File: src/core/apie_pkg.sv
// Shared constants for the axis position init and error status block.
// Assumes a single board clock; all users refer to names as apie_pkg::name.
package apie_pkg;

  // Board geometry.
  localparam int NUM_AXES = 4;
  localparam int NUM_CH   = 4;
  localparam int POS_W    = 32;
  localparam int DELTA_W  = 8;
  localparam int REF_W    = 8;
  localparam int ERR_W    = 32;

  // Field positions in the board error status register.
  localparam int AC_LSB   = 0;
  localparam int DC_LSB   = 4;
  localparam int SQ_LSB   = 8;
  localparam int LOL_LSB  = 12;
  localparam int BPL_BIT  = 16;
  localparam int REF_BIT  = 17;
  localparam int CMP_LSB  = 18;
  localparam int OVF_LSB  = 22;
  localparam int DNV_LSB  = 26;

  // Reset values.
  localparam logic [ERR_W-1:0] ERR_RESET = 32'h0000_0000;
  localparam logic [POS_W-1:0] POS_RESET = 32'h0000_0000;

  // Clock source select codes; code 2 is unused and behaves as code 0.
  localparam logic [1:0] CLK_MODE_INT   = 2'h0;
  localparam logic [1:0] CLK_MODE_EXT   = 2'h1;
  localparam logic [1:0] CLK_MODE_DRIVE = 2'h3;

endpackage : apie_pkg

File: src/core/apie_clk_select.sv
// Board clock source selection from the two select bits.
// Assumes select bits and slave strap are synchronous to clk.
`timescale 1ns/10ps
module apie_clk_select
(
  input  wire logic clk,
  input  wire logic rstN,
  input  wire logic ce,
  input  wire logic selHi,
  input  wire logic selLo,
  input  wire logic isSlave,
  output logic      useBpClk,
  output logic      bpClkOe
);

  logic useBp_ff;
  logic drive_ff;

  // A slave takes its timing from the reference cable, so it never listens to the backplane.
  always_ff @(posedge clk or negedge rstN)
  begin
    if (!rstN)
    begin
      useBp_ff <= 1'b0;
      drive_ff <= 1'b0;
    end
    else if (ce)
    begin
      useBp_ff <= ({selHi, selLo} == apie_pkg::CLK_MODE_EXT) && !isSlave;
      drive_ff <= ({selHi, selLo} == apie_pkg::CLK_MODE_DRIVE);
    end
  end

  assign useBpClk = useBp_ff;
  assign bpClkOe  = drive_ff;
endmodule : apie_clk_select

File: src/core/apie_axis_counter.sv
// One axis position counter with load and overflow detection.
// Assumes the load request and value are settled before the clock edge.
`timescale 1ns/10ps
module apie_axis_counter
#(
  parameter int POS_W   = apie_pkg::POS_W,
  parameter int DELTA_W = apie_pkg::DELTA_W
)
(
  input  wire logic                      clk,
  input  wire logic                      rstN,
  input  wire logic                      ce,
  input  wire logic signed [DELTA_W-1:0] delta,
  input  wire logic                      loadEn,
  input  wire logic        [POS_W-1:0]   loadVal,
  output logic             [POS_W-1:0]   pos,
  output logic                           ovf
);

  logic        [POS_W-1:0] pos_ff;
  logic                    ovf_ff;
  logic signed [POS_W:0]   sum;

  // One guard bit catches both overflow and underflow of the signed count.
  always_comb
  begin
    sum = signed'({pos_ff[POS_W-1], pos_ff}) + (POS_W+1)'(delta);
  end

  // A load overrides counting; the preset shares the counter's LSB weight.
  always_ff @(posedge clk or negedge rstN)
  begin
    if (!rstN)
    begin
      pos_ff <= apie_pkg::POS_RESET;
      ovf_ff <= 1'b0;
    end
    else if (ce)
    begin
      pos_ff <= loadEn ? loadVal : sum[POS_W-1:0];
      ovf_ff <= !loadEn && (sum[POS_W] != sum[POS_W-1]);
    end
  end

  assign pos = pos_ff;
  assign ovf = ovf_ff;
endmodule : apie_axis_counter

File: src/core/apie_top.sv
// Axis position initialisation, clock source select and error status latching.
// Assumes all inputs are synchronous to clk; rst_n may assert asynchronously.
`timescale 1ns/10ps
module apie_top
#(
  parameter int NA = apie_pkg::NUM_AXES,
  parameter int NC = apie_pkg::NUM_CH,
  parameter int PW = apie_pkg::POS_W,
  parameter int DW = apie_pkg::DELTA_W,
  parameter int RW = apie_pkg::REF_W
)
(
  input  wire logic                 clk,
  input  wire logic                 rst_n,
  input  wire logic                 ce,
  input  wire logic                 clockSourceSelectHi,
  input  wire logic                 clockSourceSelectLo,
  input  wire logic                 isSlave,
  input  wire logic        [NA-1:0] presetSel,
  input  wire logic        [PW-1:0] presetValue [NA],
  input  wire logic        [NA-1:0] rowResetEn,
  input  wire logic        [NA-1:0] axisResetIn,
  input  wire logic                 positionResetN,
  input  wire logic                 cmdWrite,
  input  wire logic        [NA-1:0] cmdResetPos,
  input  wire logic signed [DW-1:0] posDelta [NA],
  input  wire logic        [NC-1:0] chanUse [NA],
  input  wire logic        [NC-1:0] acHigh,
  input  wire logic        [NC-1:0] dcHigh,
  input  wire logic        [NC-1:0] belowSquelch,
  input  wire logic        [NC-1:0] phaseTrackFailure,
  input  wire logic        [NC-1:0] overTemp,
  input  wire logic                 bpPllUnlock,
  input  wire logic        [RW-1:0] refErrBits,
  input  wire logic        [NA-1:0] cmpHit,
  input  wire logic                 errClrWrite,
  input  wire logic        [31:0]   errClrData,
  input  wire logic        [31:0]   irqMask,
  input  wire logic        [31:0]   axisErrMask [NA],
  output logic             [PW-1:0] axisPosition [NA],
  output logic             [31:0]   boardErrorStatus,
  output logic                      irqOut,
  output logic                      errLineOut,
  output logic                      chainDataInvalid,
  output logic                      useBackplaneClk,
  output logic                      bpClkOe
);

  logic              rstMeta_ff;
  logic              rstSync_ff;
  logic [NA-1:0]     cmdStrobe_ff;
  logic [NA-1:0]     loadEn;
  logic [PW-1:0]     loadVal [NA];
  logic [NA-1:0]     axisOvf;
  logic [31:0]       status_ff;
  logic [31:0]       evt;
  logic [31:0]       clrMask;
  logic              irq_ff;
  logic              errLine_ff;
  logic              chainInv_ff;
  logic              errHit;
  logic [NC-1:0]     chanFault;

  // True when any channel in use by an axis shows a fault.
  function automatic logic usedFault(input logic [NC-1:0] used, input logic [NC-1:0] flt);
    usedFault = |(used & flt);
  endfunction : usedFault

  // Reset is released through two flops so every flop leaves reset on the same edge.
  always_ff @(posedge clk or negedge rst_n)
  begin
    if (!rst_n)
    begin
      rstMeta_ff <= 1'b0;
      rstSync_ff <= 1'b0;
    end
    else
    begin
      rstMeta_ff <= 1'b1;
      rstSync_ff <= rstMeta_ff;
    end
  end

  apie_clk_select u_clk_select
  (
    .clk      (clk),
    .rstN     (rstSync_ff),
    .ce       (ce),
    .selHi    (clockSourceSelectHi),
    .selLo    (clockSourceSelectLo),
    .isSlave  (isSlave),
    .useBpClk (useBackplaneClk),
    .bpClkOe  (bpClkOe)
  );

  // The command bits are registered only while cmdWrite is high, so a held write reloads every cycle.
  always_ff @(posedge clk or negedge rstSync_ff)
  begin
    if (!rstSync_ff)
    begin
      cmdStrobe_ff <= '0;
    end
    else if (ce)
    begin
      cmdStrobe_ff <= cmdWrite ? cmdResetPos : '0;
    end
  end

  // Load sources per axis; the backplane line is gated only by rowResetEn, with no address qualification.
  genvar a;
  generate
    for (a = 0; a < NA; a++)
    begin : g_axis
      always_comb
      begin
        loadEn[a]  = !positionResetN || cmdStrobe_ff[a]
                     || (rowResetEn[a] && axisResetIn[a]);
        loadVal[a] = ((!positionResetN || cmdStrobe_ff[a]) && presetSel[a])
                     ? presetValue[a] : apie_pkg::POS_RESET;
      end

      apie_axis_counter #(.POS_W(PW), .DELTA_W(DW)) u_counter
      (
        .clk     (clk),
        .rstN    (rstSync_ff),
        .ce      (ce),
        .delta   (posDelta[a]),
        .loadEn  (loadEn[a]),
        .loadVal (loadVal[a]),
        .pos     (axisPosition[a]),
        .ovf     (axisOvf[a])
      );
    end
  endgenerate

  // Live error events and the write-one clear mask, including clears implied by data not valid.
  always_comb
  begin
    evt       = '0;
    chanFault = acHigh | dcHigh | phaseTrackFailure | overTemp;
    clrMask   = errClrWrite ? errClrData : '0;
    for (int c = 0; c < NC; c++)
    begin
      evt[apie_pkg::AC_LSB + c]  = acHigh[c];
      evt[apie_pkg::DC_LSB + c]  = dcHigh[c];
      evt[apie_pkg::SQ_LSB + c]  = belowSquelch[c];
      evt[apie_pkg::LOL_LSB + c] = phaseTrackFailure[c] | overTemp[c];
    end
    evt[apie_pkg::BPL_BIT] = bpPllUnlock && useBackplaneClk;
    evt[apie_pkg::REF_BIT] = isSlave && (|refErrBits);
    for (int x = 0; x < NA; x++)
    begin
      evt[apie_pkg::CMP_LSB + x] = cmpHit[x];
      evt[apie_pkg::OVF_LSB + x] = axisOvf[x];
      evt[apie_pkg::DNV_LSB + x] = usedFault(chanUse[x], chanFault)
                                   || evt[apie_pkg::BPL_BIT]
                                   || evt[apie_pkg::REF_BIT];
      if (errClrWrite && errClrData[apie_pkg::DNV_LSB + x])
      begin
        for (int c = 0; c < NC; c++)
        begin
          if (chanUse[x][c])
          begin
            clrMask[apie_pkg::AC_LSB + c]  = 1'b1;
            clrMask[apie_pkg::DC_LSB + c]  = 1'b1;
            clrMask[apie_pkg::LOL_LSB + c] = 1'b1;
          end
        end
        clrMask[apie_pkg::BPL_BIT] = 1'b1;
        clrMask[apie_pkg::REF_BIT] = 1'b1;
      end
    end
  end

  // A live cause wins over a same-cycle clear, so a bit only drops once its cause is gone.
  always_ff @(posedge clk or negedge rstSync_ff)
  begin
    if (!rstSync_ff)
    begin
      status_ff <= apie_pkg::ERR_RESET;
    end
    else if (ce)
    begin
      status_ff <= (status_ff & ~clrMask) | evt;
    end
  end

  // Any axis mask that hits a latched error activates the backplane error line.
  always_comb
  begin
    errHit = 1'b0;
    for (int x = 0; x < NA; x++)
    begin
      errHit = errHit || (|(status_ff & axisErrMask[x]));
    end
  end

  // Outputs are registered one cycle behind the status they summarise.
  always_ff @(posedge clk or negedge rstSync_ff)
  begin
    if (!rstSync_ff)
    begin
      irq_ff      <= 1'b0;
      errLine_ff  <= 1'b0;
      chainInv_ff <= 1'b0;
    end
    else if (ce)
    begin
      irq_ff      <= |(status_ff & irqMask);
      errLine_ff  <= errHit;
      chainInv_ff <= status_ff[apie_pkg::BPL_BIT];
    end
  end

  assign boardErrorStatus = status_ff;
  assign irqOut           = irq_ff;
  assign errLineOut       = errLine_ff;
  assign chainDataInvalid = chainInv_ff;
endmodule : apie_top

File: config.mk
export PLATFORM = sky130hd
export DESIGN_NAME = apie_top
export DESIGN_NICKNAME = d
export VERILOG_FILES = /design/src/core/apie_pkg.sv /design/src/core/apie_clk_select.sv /design/src/core/apie_axis_counter.sv /design/src/core/apie_top.sv
export SDC_FILE = /design/constraint.sdc
export NUM_CORES = 1
export LEC_CHECK = 0
export ABC_AREA = 1
export BUFFER_PORTS_ARGS = -buffer_cell sky130_fd_sc_hd__buf_4
export CORE_AREA = 2 2 228 230
export CTS_CLUSTER_DIAMETER = 80
export DETAILED_ROUTE_END_ITERATION = 12
export DIE_AREA = 0 0 230 232
export PLACE_DENSITY_LB_ADDON = 0.12
export SYNTH_ARGS = -nofsm -noshare
export SYNTH_HDL_FRONTEND = slang
export SYNTH_SLANG_ARGS = --single-unit
File: constraint.sdc
create_clock -name clk -period 5.2 [get_ports clk]
set_input_delay 0.52 -clock clk [delete_from_list [all_inputs] [get_ports clk]]
set_output_delay 0.52 -clock clk [all_outputs]
set_load 0.03 [all_outputs]
==> results of run 1 <==
[worst max-delay path by stage]
stage | slack [ns] | end | start
3_3_place_gp | 2.16 | boardErrorStatus[12] | ce
6_report | 2.61 | boardErrorStatus[12] | ce
2_1_floorplan | 2.31 | boardErrorStatus[0] | rstSync_ff
5_1_grt | 2.39 | boardErrorStatus[4] | ce
3_5_place_dp | 2.11 | boardErrorStatus[4] | ce
4_1_cts | 2.65 | boardErrorStatus[12] | ce
[cell usage after synthesis (6+ instances only)]
| library cell | n |
|---|---|
| a21oi_2 | 11 |
| xor2_1 | 29 |
| clkbuf_1 | 29 |
| a221oi_1 | 6 |
| buf_1 | 8 |
| nor3_1 | 11 |
| nand3_1 | 215 |
| a31oi_1 | 33 |
| nand2_2 | 51 |
| buf_2 | 23 |
| o21ai_1 | 7 |
| o21ai_0 | 71 |
| nand4_1 | 16 |
| nand3b_1 | 18 |
| nand2_1 | 1360 |
| o21bai_1 | 8 |
| and3_1 | 8 |
| a21oi_1 | 161 |
| a22o_1 | 54 |
| and2_1 | 10 |
| nor2_1 | 289 |
| inv_2 | 8 |
| inv_1 | 584 |
| a21o_1 | 6 |
| nand3_2 | 17 |
| nor2_2 | 18 |
| ha_1 | 128 |
| dfrtp_1 | 175 |
[logic make-up after synthesis]
kind of cell | after synthesis | synth area share [%]
simple gates | 2024 | 43.1
buf+inv | 655 | 12.8
compound gates | 370 | 11.5
flops | 175 | 22.5
fa+ha+maj | 132 | 8.65
xor+xnor | 32 | 1.44
other cells | 1 | 0.0193
[final cells by class]
cell class,count,area [um2]
flip-flops and latches,175,4380
clock inverters,14,204
inverters,593,2230
fillers,5525,25700
multi-input cells,2559,12600
repair buffers,601,4530
diodes,9,22.5
clock buffers,18,439
well taps,680,851
[flip-flops by register name, summed over array words and instances, names as in the netlist]
signal                 count
boardErrorStatus          32
chainDataInvalid           1
cmdStrobe_ff               4
errLineOut                 1
g_axis.u_counter.ovf       4
g_axis.u_counter.pos     128
irqOut                     1
rstMeta_ff                 1
rstSync_ff                 1
u_clk_select.bpClkOe       1
u_clk_select.useBpClk      1
[power by group through the flow]
stage | Combinational, mW | Sequential [mW] | Clock [mW]
5_1_grt | 4.31 | 1.92 | 1.57
4_1_cts | 3.87 | 1.90 | 1.53
3_3_place_gp | 3.84 | 1.92 | 0
2_1_floorplan | 2.14 | 2.16 | 0
6_report | 3.88 | 1.91 | 1.49
3_5_place_dp | 3.85 | 1.92 | 0
[layout by cell type (no fill, tap or decap), types with 18 or more instances in the layout]
cell type and count:
a21oi_1 161, dfrtp_1 174, nand3_1 215, nor2_2 18, o21ai_0 71, xor2_1 29
inv_1 584, nand2_2 51, a31oi_1 33, a22o_1 54, nand2_1 1360, nor2_1 289
ha_1 128, nand3b_1 18, buf_4 598
[worst register-to-register path: stages (launching register included)]
cell,delay [ns]
dfrtp_1,0.43
ha_1,0.27
inv_1,0.07
fa_1,0.44
o21ai_2,0.27
nand2_1,0.10
nand2_2,0.13
nand2_1,0.07
nand2_1,0.09
nand2_1,0.09
nand2_1,0.07
nand2_1,0.08
nand3_1,0.10
nand2_1,0.06
[metal layers]
metal | up-vias | GRT usage (%) | part of all wire, %
li1 | 11700 | - | -
met5 | - | 0 | 0.078
met2 | 755 | 54.2 | 46
met1 | 10400 | 40.3 | 42
met3 | 172 | 7.33 | 7.0
met4 | 10 | 14.8 | 4.7
[metrics by stage]
stage | setup slack (ns) | utilization [%] | hold slack (ns) | instance area [um2] | power (mW)
finish | 2.61 | 49.6 | 0.244 | 25200 | 7.28
global route | 2.39 | 49.6 | 0.225 | 25200 | 7.80
global placement | 2.16 | 48.3 | 0.305 | 24600 | 5.76
floorplan | 2.31 | - | 0.224 | 19400 | 4.31
detailed placement | 2.11 | 48.3 | 0.303 | 24600 | 5.77
CTS | 2.65 | 49.5 | 0.208 | 25200 | 7.29
==> results.sh, run 1 <==
export IMPL_unrepaired_setup_endpoints_after_global_routing="no"
export IMPL_switchingPower_mw=3.50
export IMPL_final_period_utilization_pct=49.7
export IMPL_yosysTopAreaCell="nand2_1"
export IMPL_cts_repair_resize_count=0
export IMPL_crit_family="buffers and inverters"
export IMPL_clock_power_share_pct=20.5
export IMPL_syn_avg_cell_area_um2=5.74
export IMPL_num_vias=23100
export IMPL_path_buf_inv=3
export IMPL_finalSetupTns_ns=0
export IMPL_timing_final_setup_violations=0
export IMPL_synth_top_flop_cell="dfrtp_1"
export IMPL_switching_share_pct=48.1
export IMPL_timing_critical_path_depth=5
export IMPL_max_cap_violations=0
export IMPL_worstHoldStart="cmpHit[0]"
export IMPL_detailed_route_wl_mm=88.0
export IMPL_synthesis_nets=3947
export IMPL_top_level_ports=591
export IMPL_slew_viol_final=0
export IMPL_fin_worst_skew_ns=0.0106
export IMPL_avgViaCountPerCell=4.96
export IMPL_cellLeakagePower_nw=15.0
export IMPL_max_freq_mhz=387
export IMPL_clk_pin_slew_ns=0.08
export IMPL_synthTopCellsByArea="nand2_1 (26%), dfrtp_1 (23%), inv_1 (11%)"
export IMPL_wire_per_inst_um=18.9
export IMPL_fp_dieW_um=230
export IMPL_syn_area_um2=19400
export IMPL_actual_transition_at_the_worst_max_transition_pin_ns=1.14
export IMPL_min_path_cells=2
export IMPL_grt_resource_usage_total_pct=32.6
export IMPL_layout_drive_gt1_share_pct=18.9
export IMPL_cts_htree_levels=4
export IMPL_timing_setup_critical_path_class="input port to flop"
export IMPL_synth_edff_count=0
export IMPL_seq_power_share_pct=26.2
export IMPL_drc=0
export IMPL_initial_antenna_violation_count=15
export IMPL_place_inst=4607
export IMPL_synth_seq_area_share_pct=22.5
export IMPL_yosys_warnings=0
export IMPL_areaGrowthSynthToFinish_pct=29.8
export IMPL_cp_cell_sequence="buf_8, clkinv_2, buf_4, a41oi_1, o22ai_1"
export IMPL_slowest_delay_ns=0.81
export IMPL_cts_root_buffer_cell="clkbuf_16"
export IMPL_antenna_left=0
export IMPL_number_of_global_route_vias_before_repair=21800
export IMPL_grt_ovfl_total=0
export IMPL_cts_tree="done"
export IMPL_grt_first_pass_wirelength_mm=131
export IMPL_timing_hold_worst_class="input port to flop"
export IMPL_min_delay_worst_endpoint="boardErrorStatus[18]"
export IMPL_result_of_the_run="complete, no violations"
export IMPL_power_frac_comb_pct=53.3
export IMPL_ys_async_sr_fraction_pct=100
export IMPL_worstSkewPairLatency_ns=0.50
export IMPL_powerDensity_nw_per_um2=289
export IMPL_clock_path_buffers=2
export IMPL_cts_hold_fix_buffers=1
export IMPL_gp_congestion=1.02
export IMPL_timing_critical_path_required_ns=5.57
export IMPL_netlist_cell_type_count=47
export IMPL_timing_reg2reg_worst_path_depth=13
export IMPL_io_buffers=590
export IMPL_design_final_nets=4505
export IMPL_coreArea_um2=50900
export IMPL_length_of_the_first_detailed_routing_pass_in_iterations=5
export IMPL_timing_reg2reg_setup_slack_ns=2.83
export IMPL_cp_arrival_ns=2.96
export IMPL_slowest_cell_on_crit_path="clkinv_2"
export IMPL_final_critical_delay_including_setup_and_external_delays_ns=2.59
export IMPL_die_h_um=232
export IMPL_power_report_internal_total_mw=3.78
export IMPL_crit_path_start_kind="input port"
export IMPL_worstReg2RegEnd="g_axis[3].u_counter.ovf"
export IMPL_max_vdd_ir_drop_mv=0.270
export IMPL_place_detailed_hpwl_mm=73.3
export IMPL_synth_ff_latch_count=175
export IMPL_finalHoldViolCount=0
export IMPL_timing_critical_path_fanout_max=114
export IMPL_synth_top_cell_area_share_pct=26.3
export IMPL_slew_headroom_pct=23.9
export IMPL_critical_path_endpoint_type="flop"
export IMPL_postSynthCellCount=3389
export IMPL_initial_standard_cell_utilization_of_the_core_pct=38.2
export IMPL_postCtsSetupBuffers=0
export IMPL_cts_sinks=175
export IMPL_grt_start_max_net_pins=133
export IMPL_cts_bufs_inserted=17
export IMPL_std_cell_rows=83
export IMPL_finalNonFillerCells=4649
export IMPL_die_area_um2=53400
export IMPL_rr_startpoint="g_axis[3].u_counter.pos[0]"
export IMPL_drt_initial_drc_count=1610
No activity file was read; power rests on OpenSTA's default activity.
==> inputs of run 2 (changes only) <==
Settings changed: CORE_AREA 2 2 228 230 to 2 2 230 232, DIE_AREA 0 0 230 232 to 0 0 232 234.
Clock period 5.2 ns to 2.4 ns, I/O delays scaled along.
==> run 2 against run 1 <==
Critical endpoint is now g_axis[3].u_counter.pos[16]. First-iteration DRC count rose by 7.0%. Worst setup slack lost 2.4 ns. Sequential share of layout area decreased by 0.51 points.
==> results.sh, run 2 (same netlist as run 1, synthesis figures left out) <==
export IMPL_cts_htree_levels=4
export IMPL_detailed_route_wl_mm=91.3
export IMPL_max_vdd_ir_drop_mv=0.534
export IMPL_largest_register_ff_count=128
export IMPL_grt_resource_usage_total_pct=33.2
export IMPL_slowest_delay_ns=0.45
export IMPL_timing_critical_path_required_ns=2.78
export IMPL_max_freq_mhz=457
export IMPL_die_area_um2=54300
export IMPL_grt_ovfl_total=0
export IMPL_worstSkewPairLatency_ns=0.50
export IMPL_initial_antenna_violation_count=21
export IMPL_final_hold_worst_slack_ns=0.0355
export IMPL_cellLeakagePower_nw=15.3
export IMPL_slew_headroom_pct=51.9
export IMPL_grt_start_max_net_pins=139
export IMPL_coreArea_um2=52000
export IMPL_cp_arrival_ns=2.57
export IMPL_finalSetupTns_ns=0
export IMPL_initial_standard_cell_utilization_of_the_core_pct=37.4
export IMPL_grt_util_met3_pct=7.75
export IMPL_powerDensity_nw_per_um2=610
export IMPL_clk_pin_slew_ns=0.07
export IMPL_fp_dieW_um=232
export IMPL_path_buf_inv=1
export IMPL_timing_hold_worst_class="input port to flop"
export IMPL_cts_root_buffer_cell="clkbuf_16"
export IMPL_cts_sinks=175
export IMPL_std_cell_rows=84
export IMPL_final_critical_delay_including_setup_and_external_delays_ns=2.19
export IMPL_met2_usage_pct=55.1
export IMPL_postCtsSetupBuffers=0
export IMPL_finalHoldViolCount=0
export IMPL_cts_bufs_inserted=17
export IMPL_unrepaired_setup_endpoints_after_global_routing="no"
export IMPL_num_vias=23300
export IMPL_actual_transition_at_the_worst_max_transition_pin_ns=0.721
export IMPL_grt_most_used_layer="met2"
export IMPL_length_of_the_first_detailed_routing_pass_in_iterations=5
export IMPL_io_buffers=590
export IMPL_timing_critical_path_fanout_max=4
export IMPL_avgViaCountPerCell=4.93
export IMPL_grt_util_met1_pct=41.3
export IMPL_critical_path_endpoint_type="flop"
export IMPL_top_level_ports=591
export IMPL_antenna_left=0
export IMPL_crit_path_start_kind="flop"
export IMPL_areaGrowthSynthToFinish_pct=33.7
export IMPL_die_h_um=234
export IMPL_power_total_mw=15.9
export IMPL_clock_path_buffers=2
export IMPL_finalNonFillerCells=4733
export IMPL_slowest_cell_on_crit_path="fa_1"
export IMPL_grt_first_pass_wirelength_mm=134
export IMPL_crit_path_frequent_cell="nand2_1"
export IMPL_max_cap_violations=0
export IMPL_timing_setup_critical_path_class="flop to flop"
export IMPL_design_final_nets=4577
export IMPL_timing_final_setup_violations=0
export IMPL_cp_cell_sequence="ha_1, inv_1, fa_1, o21ai_2, nand2_1, nand2_2, nand2_1, nand2_1, a21oi_1, o21ai_1, a21oi_1"
export IMPL_drt_initial_drc_count=1722
export IMPL_most_common_layout_cells="nand2_1 (1,359), buf_4 (615), inv_1 (584)"
export IMPL_layout_drive_gt1_share_pct=19.2
export IMPL_drc=0
export IMPL_result_of_the_run="complete, no violations"
export IMPL_number_of_global_route_vias_before_repair=22100
export IMPL_place_inst=4638
export IMPL_fin_worst_skew_ns=0.0105
export IMPL_crit_family="adder cells"
export IMPL_slew_viol_final=0
export IMPL_final_period_utilization_pct=91.2
export IMPL_gp_congestion=1.04
export IMPL_most_common_cell_after_layout_fill_and_taps_aside="nand2_1"
export IMPL_wire_per_inst_um=19.3
export IMPL_cts_tree="done"
export IMPL_place_detailed_hpwl_mm=76.6
==> run 2: changes by cell type in the layout (fill, tap and decap cells not counted), moves of 4 or more <==
cell,delta
buf_12,+6
buf_4,+17
clkinv_2,+4
diode_2,+5
dlygate4sd3_1,+49
inv_6,-5
==> run 2: worst paths after layout <==
path | start | to | slack (ns) | depth (start not counted)
max | g_axis[3].u_counter.pos[0] | g_axis[3].u_counter.pos[16] | 0.21 | 11
min | presetValue[99] | g_axis[0].u_counter.pos[3] | 0.04 | 3
max reg2reg | g_axis[3].u_counter.pos[0] | g_axis[3].u_counter.pos[16] | 0.21 | 11
min reg2reg | rstSync_ff | g_axis[1].u_counter.pos[27] | 0.28 | 0
max in group asynchronous | rstSync_ff | g_axis[0].u_counter.pos[22] | 1.51 | 1
min in group asynchronous | rst_n | rstSync_ff | 0.05 | 2
==> run 2: area by class of cell <==
class	count	area [um2]
inverters	593	2230
fillers	5645	26000
flip-flops and latches	175	4380
repair buffers	673	5270
well taps	688	861
clock inverters	11	163
diodes	14	35.0
multi-input cells	2559	12600
clock buffers	20	467
==> run 2: power breakdown <==
group	total (mW)	leakage (nW)	switching, mW	internal [mW]
registers	4.08	2.10	0.698	3.38
clock network	3.15	0.304	1.34	1.81
logic	8.63	12.9	5.49	3.14
total	15.9	15.3	7.52	8.33
==> run 2: per-layer routing <==
layer / vias up / wire length (um)
met3: 129 / 6950
met1: 10600 / 38600
li1: 11800 / -
met5: - / 57
met2: 732 / 42300
met4: 8 / 3330
==> run 2: timing repair <==
action	CTS	global route
resized for setup	0	4
endpoints found under the hold margin	46	0
endpoints found under the setup margin	0	7
hold buffers	50	0
==> run 2: stage by stage <==
step / instance area, um2 / setup WS (ns) / util [%]
floorplan: 19400 / 0.267 / -
global placement: 24800 / 0.273 / 47.7
detailed placement: 24800 / 0.206 / 47.7
CTS: 25900 / 0.181 / 49.9
global route: 26000 / 0.00476 / 49.9
finish: 26000 / 0.212 / 50.0
==> run 2: worst reg2reg max path, stage by stage, from the launching register on <==
cell	delay, ns
dfrtp_1	0.38
ha_1	0.24
inv_1	0.07
fa_1	0.45
o21ai_2	0.24
nand2_1	0.10
nand2_2	0.10
nand2_1	0.06
nand2_1	0.10
a21oi_1	0.07
o21ai_1	0.16
a21oi_1	0.10
==> inputs of run 3 (changes only) <==
Settings changed: CORE_AREA 2 2 230 232 to default, CORE_MARGIN from default to 1, CORE_UTILIZATION from default to 31, DIE_AREA 0 0 232 234 to default, PLACE_DENSITY_LB_ADDON 0.12 to 0.25.
==> run 3 against run 2 <==
Global-route usage decreased by 5.7 points. Design area increased by 1.5%. Non-clock buffer count increased by 12. Sequential power about the same. Largest power group unchanged. Highest routed layer unchanged.
==> results.sh, run 3 (same netlist as run 1, synthesis figures left out) <==
export IMPL_drc=0
export IMPL_number_of_global_route_vias_before_repair=22100
export IMPL_largest_register_ff_count=128
export IMPL_fin_worst_skew_ns=0.0127
export IMPL_worstSkewPairLatency_ns=0.50
export IMPL_clock_path_buffers=2
export IMPL_critical_path_endpoint_type="flop"
export IMPL_final_period_utilization_pct=92.9
export IMPL_fp_dieW_um=252
export IMPL_slowest_delay_ns=0.38
export IMPL_pre_cts_slack_ns=0.0270
export IMPL_slew_headroom_pct=36.4
export IMPL_powerDensity_nw_per_um2=603
export IMPL_grt_resource_usage_total_pct=27.5
export IMPL_finalSetupTns_ns=0
export IMPL_io_buffers=590
export IMPL_final_fill_count=6831
export IMPL_max_cap_violations=0
export IMPL_cp_cell_sequence="ha_2, inv_1, fa_2, inv_1, nand3_1, nand3_2, nand2_1, nand2_1, nand2_1, nand2_2, nand2_1, nand2_1, nand2_1, nand3_1, nand2_1"
export IMPL_antenna_left=0
export IMPL_grt_most_used_layer="met2"
export IMPL_max_freq_mhz=449
export IMPL_rr_startpoint="g_axis[0].u_counter.pos[0]"
export IMPL_place_detailed_hpwl_mm=72.8
export IMPL_clk_pin_slew_ns=0.08
export IMPL_die_area_um2=63700
export IMPL_slowest_cell_on_crit_path="dfrtp_1"
export IMPL_num_vias=23300
export IMPL_worstHoldStart="cmdWrite"
export IMPL_timing_critical_path_fanout_max=4
export IMPL_drt_initial_drc_count=1737
export IMPL_crit_family="simple AND/OR/NAND/NOR gates"
export IMPL_cts_sinks=175
export IMPL_final_hold_worst_slack_ns=0.0331
export IMPL_std_cell_rows=91
export IMPL_result_of_the_run="complete, no violations"
export IMPL_timing_critical_path_required_ns=2.79
export IMPL_cts_bufs_inserted=17
export IMPL_multi_input_comb_area_um2=12600
export IMPL_most_common_layout_cells="nand2_1 (1,359), buf_4 (612), inv_1 (583)"
export IMPL_crit_path_frequent_cell="nand2_1"
export IMPL_timing_setup_critical_path_class="flop to flop"
export IMPL_initial_antenna_violation_count=23
export IMPL_max_vdd_ir_drop_mv=0.570
export IMPL_cts_root_buffer_cell="clkbuf_16"
export IMPL_most_common_cell_after_layout_fill_and_taps_aside="nand2_1"
export IMPL_detailed_route_wl_mm=88.4
export IMPL_avgViaCountPerCell=4.75
export IMPL_timing_hold_worst_class="input port to flop"
export IMPL_crit_path_start_kind="flop"
export IMPL_top_level_ports=591
export IMPL_finalHoldViolCount=0
export IMPL_gp_congestion=0.951
export IMPL_design_final_nets=4589
export IMPL_met2_usage_pct=45.2
export IMPL_cellLeakagePower_nw=15.4
export IMPL_grt_start_max_net_pins=85
export IMPL_areaGrowthSynthToFinish_pct=35.7
export IMPL_final_critical_delay_including_setup_and_external_delays_ns=2.23
export IMPL_slew_viol_final=0
export IMPL_min_path_cells=3
export IMPL_timing_final_setup_violations=0
export IMPL_worstReg2RegEnd="g_axis[0].u_counter.ovf"
export IMPL_path_buf_inv=2
export IMPL_cts_tree="done"
export IMPL_grt_util_met1_pct=32.1
export IMPL_post_route_util_pct=42.7
export IMPL_die_h_um=252
export IMPL_register_area_um2=4380
export IMPL_wire_per_inst_um=18.0
export IMPL_cts_htree_levels=4
export IMPL_grt_ovfl_total=0
export IMPL_setup_ws_ns=0.171
export IMPL_grt_util_met3_pct=6.46
export IMPL_timing_reg2reg_setup_slack_ns=0.17
export IMPL_cp_arrival_ns=2.62
export IMPL_initial_standard_cell_utilization_of_the_core_pct=31.4
export IMPL_coreArea_um2=61800
export IMPL_actual_transition_at_the_worst_max_transition_pin_ns=0.952
export IMPL_grt_first_pass_wirelength_mm=132
export IMPL_timing_reg2reg_worst_path_depth=15
export IMPL_min_delay_worst_endpoint="cmdStrobe_ff[2]"
export IMPL_layout_drive_gt1_share_pct=19.3
export IMPL_length_of_the_first_detailed_routing_pass_in_iterations=5
run 3: cell count changes in the layout (fill, tap and decap cells not counted), sizes merged:
cell,previous run,this run
clkinv,5,2
buf,623,621
diode,14,19
clkbuf,20,19
dlygate4sd3,50,64
inv,592,597
run 3: layer usage:
layer  up-vias  share of wire (%)
li1      11900                  -
met1     10500                 41
met2       713                 46
met3       177                6.4
met4         8                6.1
met5         -              0.061
run 3: area by class of cell:
type / count / area share, %
clock buffers: 19 / 1.72
inverters: 593 / 8.44
flip-flops and latches: 175 / 16.6
multi-input cells: 2559 / 47.8
repair buffers: 685 / 20.5
well taps: 837 / 3.97
diodes: 19 / 0.180
clock inverters: 13 / 0.749
run 3: metrics by stage:
step	cell area (um2)	std cells	total power [mW]
6_report	26400	4900	15.9
5_1_grt	26400	4900	17.1
4_1_cts	26300	4881	15.9
3_5_place_dp	25000	4785	12.5
3_3_place_gp	25000	4785	12.4
2_1_floorplan	19400	3389	9.33
run 3: tightest hold or removal path: stages:
cell     delay, ns
buf_4         0.12
nand3_1       0.07
nand2_1       0.06
run 3: power breakdown:
part / switching, mW / total [mW] / internal [mW] / leakage, nW
Sequential: 0.664 / 4.05 / 3.38 / 2.10
Clock: 1.47 / 3.28 / 1.82 / 0.309
Combinational: 5.42 / 8.58 / 3.16 / 13.0
Total: 7.55 / 15.9 / 8.36 / 15.4
run 3: worst max-delay path by stage:
stage | start | endpoint | slack, ns | cells after the start
2_1_floorplan | g_axis[1].u_counter.pos[0] | g_axis[1].u_counter.ovf | 0.27 | 15
3_3_place_gp | g_axis[0].u_counter.pos[0] | g_axis[0].u_counter.ovf | 0.08 | 15
3_5_place_dp | g_axis[0].u_counter.pos[0] | g_axis[0].u_counter.ovf | 0.03 | 15
4_1_cts | g_axis[0].u_counter.pos[0] | g_axis[0].u_counter.ovf | 0.008 | 15
5_1_grt | g_axis[1].u_counter.pos[0] | g_axis[1].u_counter.ovf | -0.01 | 16
6_report | g_axis[0].u_counter.pos[0] | g_axis[0].u_counter.ovf | 0.17 | 15
run 3: what timing repair did:
action / CTS / global route
setup buffers: 0 / 0
hold endpoints to repair: 61 / 0
hold buffers: 64 / 0
setup endpoints to repair: 0 / 15
gates resized for setup: 0 / 12
